===== src/common/apm_pkg.sv =====
// Package for the converter power-state controller and its host.
// Assumes a single 40 MHz core clock shared by both ends.
package apm_pkg;
  localparam int unsigned CLK_PERIOD_PS = 25000;
  // Least nap-exit high time on the start input
  localparam int unsigned NAP_EXIT_HIGH_NS = 200;
  localparam int unsigned NAP_EXIT_CYCLES = (NAP_EXIT_HIGH_NS * 1000 + CLK_PERIOD_PS - 1)
    / CLK_PERIOD_PS;
  // Longest conversion time, rounded down
  localparam int unsigned CONV_TIME_NS = 310;
  localparam int unsigned CONV_CYCLES = (CONV_TIME_NS * 1000) / CLK_PERIOD_PS;
  // Recovery wait after shutdown with an external reference
  localparam int unsigned RECOVERY_MS = 5;
  // Scaled to nanoseconds first so the product stays within 32 bits
  localparam int unsigned RECOVERY_CYCLES = (RECOVERY_MS * 1000000) / (CLK_PERIOD_PS / 1000);
  // Supply threshold, in millivolts
  localparam logic [15:0] SUPPLY_MIN_MV = 16'h09c4;
  localparam int unsigned SUPPLY_MV_W = 16;
  localparam int unsigned RESULT_W = 16;
  localparam logic [15:0] RESULT_RESET = 16'h0000;
  localparam int unsigned CNT_W = 20;

  typedef enum logic [2:0] {
    APM_POR = 3'b000,
    APM_IDLE = 3'b001,
    APM_CONV = 3'b011,
    APM_NAP = 3'b010,
    APM_SHUT = 3'b110
  } apm_state_e;

  typedef enum logic [2:0] {
    APH_WAIT = 3'b000,
    APH_HIGH = 3'b001,
    APH_LOW = 3'b011,
    APH_BUSY = 3'b010,
    APH_SHUT = 3'b110,
    APH_RECOVER = 3'b111
  } aph_state_e;
endpackage


===== src/common/apm_if.sv =====
// Pin-level link between converter and host.
// Assumes both ends run on the same core clock.
`timescale 1ns/1ps
interface apm_if;
  logic conversion_start_n;
  logic power_down_request;
  logic busy;
  logic [apm_pkg::RESULT_W-1:0] result;
  modport device (
    input conversion_start_n,
    input power_down_request,
    output busy,
    output result
  );
  modport host (
    output conversion_start_n,
    output power_down_request,
    input busy,
    input result
  );
endinterface


===== src/design/apm_device.sv =====
// Converter end: power-on reset, conversion timing, nap and shutdown.
// Assumes link pins come from another domain and are synchronised here.
`timescale 1ns/1ps
// Contract
// Reset converter at power-up and below 2.5 V
// First conversion after reset is valid
// Nap after conversion while start held low
// Host holds start high 200ns leaving nap
// Shutdown held ignores all conversion requests
// Shutdown turns off all functions and reference
// Shutdown request during conversion waits for completion
// Host reads shutdown-interrupted result after shutdown ends
// Host reads pending result before shutdown; this host reads it only after shutdown ends
// Falling start edge begins unrestartable busy conversion
// Low power-down input ends shutdown, powers up
// Host waits 5 ms after shutdown release
// Busy low during nap and shutdown
module apm_device #(
  parameter int unsigned CONV_CYCLES = apm_pkg::CONV_CYCLES,
  parameter int unsigned NAP_EXIT_CYCLES = apm_pkg::NAP_EXIT_CYCLES
) (
  input wire logic core_clk,
  input wire logic reset,
  input wire logic [apm_pkg::SUPPLY_MV_W-1:0] supply_mv,
  input wire logic [apm_pkg::RESULT_W-1:0] sample_in,
  apm_if.device link,
  output logic reference_on,
  output logic napping,
  output logic shutdown
);
  apm_pkg::apm_state_e state_reg, state_next;
  logic [2:0] start_sync_reg, pd_sync_reg;
  logic start_reg, pd_reg;
  logic [apm_pkg::CNT_W-1:0] cnt_reg, cnt_next;
  logic [apm_pkg::RESULT_W-1:0] result_reg;
  logic [apm_pkg::RESULT_W-1:0] sample_reg;
  logic busy_reg;

  // Three-stage synchronisers; a change counts once stages two and three agree
  always_ff @(posedge core_clk) begin
    if (reset) begin
      // Host parks start low, so reset to low avoids a false falling edge
      start_sync_reg <= 3'h0;
      pd_sync_reg <= 3'h0;
      start_reg <= 1'b0;
      pd_reg <= 1'b0;
    end else begin
      start_sync_reg <= {start_sync_reg[1:0], link.conversion_start_n};
      pd_sync_reg <= {pd_sync_reg[1:0], link.power_down_request};
      if (start_sync_reg[1] == start_sync_reg[2]) begin
        start_reg <= start_sync_reg[2];
      end
      if (pd_sync_reg[1] == pd_sync_reg[2]) begin
        pd_reg <= pd_sync_reg[2];
      end
    end
  end

  wire start_fall = start_reg && (start_sync_reg[1] == start_sync_reg[2]) && !start_sync_reg[2];
  // Supply monitor holds converter in reset
  wire supply_low = supply_mv < apm_pkg::SUPPLY_MIN_MV;
  wire conv_done = (cnt_reg == apm_pkg::CNT_W'(CONV_CYCLES - 1));
  wire high_long = (cnt_reg >= apm_pkg::CNT_W'(NAP_EXIT_CYCLES));

  always_comb begin
    state_next = state_reg;
    cnt_next = cnt_reg;
    case (state_reg)
      apm_pkg::APM_POR: begin
        // Straight to ready, first conversion valid
        state_next = apm_pkg::APM_IDLE;
        cnt_next = '0;
      end
      apm_pkg::APM_IDLE: begin
        // Shutdown wins over a start edge
        if (pd_reg) begin
          state_next = apm_pkg::APM_SHUT;
        end else if (start_fall) begin
          // Falling edge starts conversion
          state_next = apm_pkg::APM_CONV;
          cnt_next = '0;
        end
      end
      apm_pkg::APM_CONV: begin
        // No restart; shutdown waits for completion
        cnt_next = cnt_reg + 1'b1;
        if (conv_done) begin
          cnt_next = '0;
          if (pd_reg) begin
            state_next = apm_pkg::APM_SHUT;
          end else if (!start_reg) begin
            // Start still low, enter nap
            state_next = apm_pkg::APM_NAP;
          end else begin
            state_next = apm_pkg::APM_IDLE;
          end
        end
      end
      apm_pkg::APM_NAP: begin
        // Leaving nap needs start high long enough
        if (pd_reg) begin
          state_next = apm_pkg::APM_SHUT;
        end else if (start_reg) begin
          cnt_next = high_long ? cnt_reg : cnt_reg + 1'b1;
        end else if (high_long) begin
          state_next = apm_pkg::APM_CONV;
          cnt_next = '0;
        end else begin
          cnt_next = '0;
        end
      end
      apm_pkg::APM_SHUT: begin
        // Low power-down ends shutdown
        cnt_next = '0;
        if (!pd_reg) begin
          state_next = start_reg ? apm_pkg::APM_IDLE : apm_pkg::APM_NAP;
        end
      end
      default: begin
        state_next = apm_pkg::APM_POR;
        cnt_next = '0;
      end
    endcase
  end

  always_ff @(posedge core_clk) begin
    if (reset || supply_low) begin
      state_reg <= apm_pkg::APM_POR;
      cnt_reg <= '0;
    end else begin
      state_reg <= state_next;
      cnt_reg <= cnt_next;
    end
  end

  // Sample taken at conversion start; result held through shutdown for later read
  always_ff @(posedge core_clk) begin
    if (reset || supply_low) begin
      sample_reg <= apm_pkg::RESULT_RESET;
      result_reg <= apm_pkg::RESULT_RESET;
      busy_reg <= 1'b0;
    end else begin
      if (state_next == apm_pkg::APM_CONV && state_reg != apm_pkg::APM_CONV) begin
        sample_reg <= sample_in;
      end
      if (state_reg == apm_pkg::APM_CONV && conv_done) begin
        result_reg <= sample_reg;
      end
      // Busy only in conversion
      busy_reg <= (state_next == apm_pkg::APM_CONV);
    end
  end

  assign link.busy = busy_reg;
  assign link.result = result_reg;
  // Reference and functions off in shutdown
  assign reference_on = (state_reg != apm_pkg::APM_SHUT) && (state_reg != apm_pkg::APM_POR);
  assign napping = (state_reg == apm_pkg::APM_NAP);
  assign shutdown = (state_reg == apm_pkg::APM_SHUT);
endmodule


===== src/flat_wrapper.sv =====
// flat-port wrapper written by rule: the top's interface ports become plain ports
module apm_device_flat 
#(
  parameter int unsigned CONV_CYCLES = apm_pkg::CONV_CYCLES,
  parameter int unsigned NAP_EXIT_CYCLES = apm_pkg::NAP_EXIT_CYCLES
)
  (core_clk, reset, supply_mv, sample_in, reference_on, napping, shutdown, link_conversion_start_n, link_power_down_request, link_busy, link_result);
  apm_if link_i ();
  input wire logic core_clk;
  input wire logic reset;
  input wire logic [apm_pkg::SUPPLY_MV_W-1:0] supply_mv;
  input wire logic [apm_pkg::RESULT_W-1:0] sample_in;
  output logic reference_on;
  output logic napping;
  output logic shutdown;
  input wire logic [$bits(link_i.conversion_start_n)-1:0] link_conversion_start_n;
  input wire logic [$bits(link_i.power_down_request)-1:0] link_power_down_request;
  output wire logic [$bits(link_i.busy)-1:0] link_busy;
  output wire logic [$bits(link_i.result)-1:0] link_result;
  assign link_i.conversion_start_n = link_conversion_start_n;
  assign link_i.power_down_request = link_power_down_request;
  assign link_busy = link_i.busy;
  assign link_result = link_i.result;
  apm_device #(.CONV_CYCLES(CONV_CYCLES), .NAP_EXIT_CYCLES(NAP_EXIT_CYCLES)) u_core (.core_clk(core_clk), .reset(reset), .supply_mv(supply_mv), .sample_in(sample_in), .link(link_i), .reference_on(reference_on), .napping(napping), .shutdown(shutdown));
endmodule

===== config.mk =====
export PLATFORM = sky130hd
export DESIGN_NAME = apm_device_flat
export DESIGN_NICKNAME = d
export VERILOG_FILES = /design/src/common/apm_pkg.sv /design/src/common/apm_if.sv /design/src/design/apm_device.sv /design/src/flat_wrapper.sv
export SDC_FILE = /design/constraint.sdc
export NUM_CORES = 1
export LEC_CHECK = 0
export BUFFER_PORTS_ARGS = -buffer_cell sky130_fd_sc_hd__buf_4
export CORE_MARGIN = 4
export CORE_UTILIZATION = 58
export DETAILED_ROUTE_END_ITERATION = 10
export PLACE_DENSITY = 0.84
export SYNTH_ARGS = -nofsm -noshare
export SYNTH_HDL_FRONTEND = slang
export SYNTH_SLANG_ARGS = --single-unit

===== constraint.sdc =====
create_clock -name core_clk -period 3.09 [get_ports core_clk]
set_input_delay 0.4635 -clock core_clk [delete_from_list [all_inputs] [get_ports core_clk]]
set_output_delay 0.4635 -clock core_clk [all_outputs]
set_load 0.01 [all_outputs]

==> metrics.txt <==
run status=completed; growth of design area from synthesis to finish=21.4%; area of the core=4440 sq um; synthesized area per cell=8.79 sq um; worst slew pin tran=0.692 ns; cell count after synthesis=308; Antenna diodes=0; static leakage=1.28 nW; number of nets in the final layout=approximately 400; number of I/O port buffers=53; sw power=between 0.3 and 0.4 mW; number of synthesized flops with an enable pin=0; worst hold slack=~0.32 ns; final critical path time including I/O delays and setup=2.35 ns; Achievable Freq=approximately 430 MHz; Hold Fails Final Rpt=0; switching fraction of total power=about a quarter; Worst Setup Path Type=reg -> reg; post-route core utilization=74.0%; routed wirelength normalized by instance count=roughly 14 microns; CTS-repair resized insts=0; final setup skew=0.0104 ns; type of element capturing the critical path=flip-flop; post-detailed-routing wire length=6020 microns; unrepaired setup endpoints after global routing=false; TritonCTS sink count=64; Top Ports=56; Final Wtd Congestion=approximately 0.85; ratio of cells with drive above 1 in the final layout=21.9%; global-route wire length before repair=10200 microns; clock transition time at the flip-flop clock pins of the worst setup and hold paths=approximately 0.08 ns; CTS tree=done; ANT nets after route=0; Max Transition Viols Final=0; Setup Viol. Count Final=0; clock latency on the worst-skew pair=about 0.35 ns; number of antenna violations at the first check in global routing=0; Top FF cell, synth=sky130_fd_sc_hd__dfxtp_1; Congestion Overflow GR=0; cell type contributing the most total cell area after synthesis=sky130_fd_sc_hd__dfxtp_1; logic gate share of total power=6.3%; first-iteration detailed-routing DRC count=between 100 and 150; Worst IR Drop VDD=345 uV; Worst Setup Start Kind=flip-flop; path type of the worst min-delay path=in -> reg; max_slew headroom=about 54%; maximum fanout count along the critical path=15; die outline area=5830 sq um; H-Tree Level Count=3; PD cells=489 nW/um^2; setup TNS=0 ns; number of distinct library cells after synthesis=47; via count of the first global-routing pass=2312; chip width=76.3 microns; root buffer cell=sky130_fd_sc_hd__clkbuf_8; maximum capacitance violations=0; estimated wirelength of the detail-placed design=4160 microns; part of the cycle the worst path needs=76.1%; proportion of synthesized chip area in sequential cells=47.3%; post-CTS setup buffers=0; portion of total power attributed to sequential cells=53.1%; drt drc=0; post-place instance area=3110 sq um; vertical die dimension=76.3 microns; worst path arrival time=2.59 ns; maximum number of pins on one net before global-route repair=20; Async SR Flop Fraction=0%; initial cell density of the core=about three fifths; Std-Cell Rows=24; Clock Power Share=40.6%; final standard cell area without fillers=3290 sq um; internal power=1.21 mW; required time at the worst-slack endpoint=3.33 ns; synthesis-stage register bit count=64; Yosys warning count=0; total of hold buffers inserted after clock tree synthesis=0; Largest register FFs=20; Net Count, Synth=346; via count normalized by instance count=5.58; length of the first detailed-routing pass in iterations=4; leading cell types by total area after synthesis=sky130_fd_sc_hd__dfxtp_1, sky130_fd_sc_hd__nand2_1, sky130_fd_sc_hd__a22o_1; summed instance area of the synthesized netlist=~2700 sq um; share of the synthesized area in the top cell type=between 40% and 50%; global-route total usage across every layer=21.7%; buffer depth of the longest clock path=2; vias post-DR=~2300; number of buffers created by CTS=9
## cell usage in the layout (no fill, tap or decap), drive strengths merged, types with 2 or more instances in the layout
cell type / netlist / final
nand4: 6 / 6
and3: 6 / 6
clkbuf: 4 / 10
nand2: 54 / 54
dfxtp: 64 / 64
buf: 11 / 56
nor4: 6 / 6
a21oi: 25 / 25
and2: 4 / 4
nor3b: 2 / 2
nor2: 32 / 32
a21o: 4 / 4
nand3: 9 / 9
a22o: 16 / 16
xnor2: 6 / 6
ha: 2 / 2
o21ai: 7 / 7
nor3: 3 / 3
inv: 7 / 8
clkinv: 0 / 4
a211oi: 2 / 2
nor2b: 8 / 8
xor2: 12 / 12
## cell type report
type	instances	area [sq um]
tap	52	65.1
clock buffer	10	138
inverter	7	26.3
fill	346	1160
sequential	64	1280
clock inverter	6	43.8
multi-input combinational	222	1310
timing repair buffer	56	420
## logic make-up after synthesis
group	synth area share, %
AO/OA/AOI/OAI	17.1
buffers and inverters	4.20
flip-flops	47.3
AND/OR/NAND/NOR	24.6
adder cells (fa/ha/maj)	0.924
XOR/XNOR	5.82
## metal layers
layer / wire [microns] / up-vias / GRT usage [%]
met5: 0 / - / 0
met4: 119 / 0 / 14.9
met3: 380 / 15 / 5.20
met2: 2940 / 71 / 35.4
met1: 2570 / 1071 / 24.9
li1: - / 1168 / -
## per-stage QoR
step / total power, mW / cells / worst slack, ns
floorplan: 0.929 / 308 / 1.10
global placement: 0.972 / 401 / 0.831
detailed placement: 0.974 / 401 / 0.799
CTS: 1.62 / 417 / 0.782
global route: 1.67 / 417 / 0.555
finish: 1.61 / 417 / 0.737
## worst paths after layout
path                               from                    end  slack [ns]  cells past startpoint
setup / recovery     u_core.cnt_reg[15]     u_core.cnt_reg[12]        0.74                      7
hold / removal             sample_in[8]   u_core.sample_reg[8]        0.32                      2
setup reg to reg     u_core.cnt_reg[15]     u_core.cnt_reg[12]        0.74                      7
hold reg to reg   u_core.pd_sync_reg[0]  u_core.pd_sync_reg[1]        0.44                      1
## synth_stat cells (all sizes together) (2+ instances only)
cell type / n
a21oi: 25
o21ai: 7
a211oi: 2
dfxtp: 64
nor4: 6
and3: 6
nor3b: 2
nor2: 32
and2: 4
buf: 11
nand4: 6
nor2b: 8
nand3: 9
ha: 2
nand2: 54
a21o: 4
nor3: 3
inv: 7
xor2: 12
a22o: 16
xnor2: 6
clkbuf: 4
## critical path, cell delays in order (launching register included)
cell	delay, ns
sky130_fd_sc_hd__dfxtp_1	0.34
sky130_fd_sc_hd__nor4_1	0.41
sky130_fd_sc_hd__nand4_2	0.27
sky130_fd_sc_hd__o211ai_1	0.43
sky130_fd_sc_hd__nand2_1	0.10
sky130_fd_sc_hd__nand2_1	0.41
sky130_fd_sc_hd__buf_4	0.23
sky130_fd_sc_hd__nor2_1	0.05
## power groups by stage
| stage | Combinational (mW) | Sequential (mW) | Clock (mW) |
|---|---|---|---|
| detailed placement | 0.101 | 0.874 | 0 |
| CTS | 0.101 | 0.855 | 0.662 |
| global route | 0.111 | 0.857 | 0.703 |
| floorplan | 0.0608 | 0.869 | 0 |
| global placement | 0.0987 | 0.873 | 0 |
| finish | 0.101 | 0.855 | 0.653 |
Note: power is estimated with default switching activity, not from simulation.
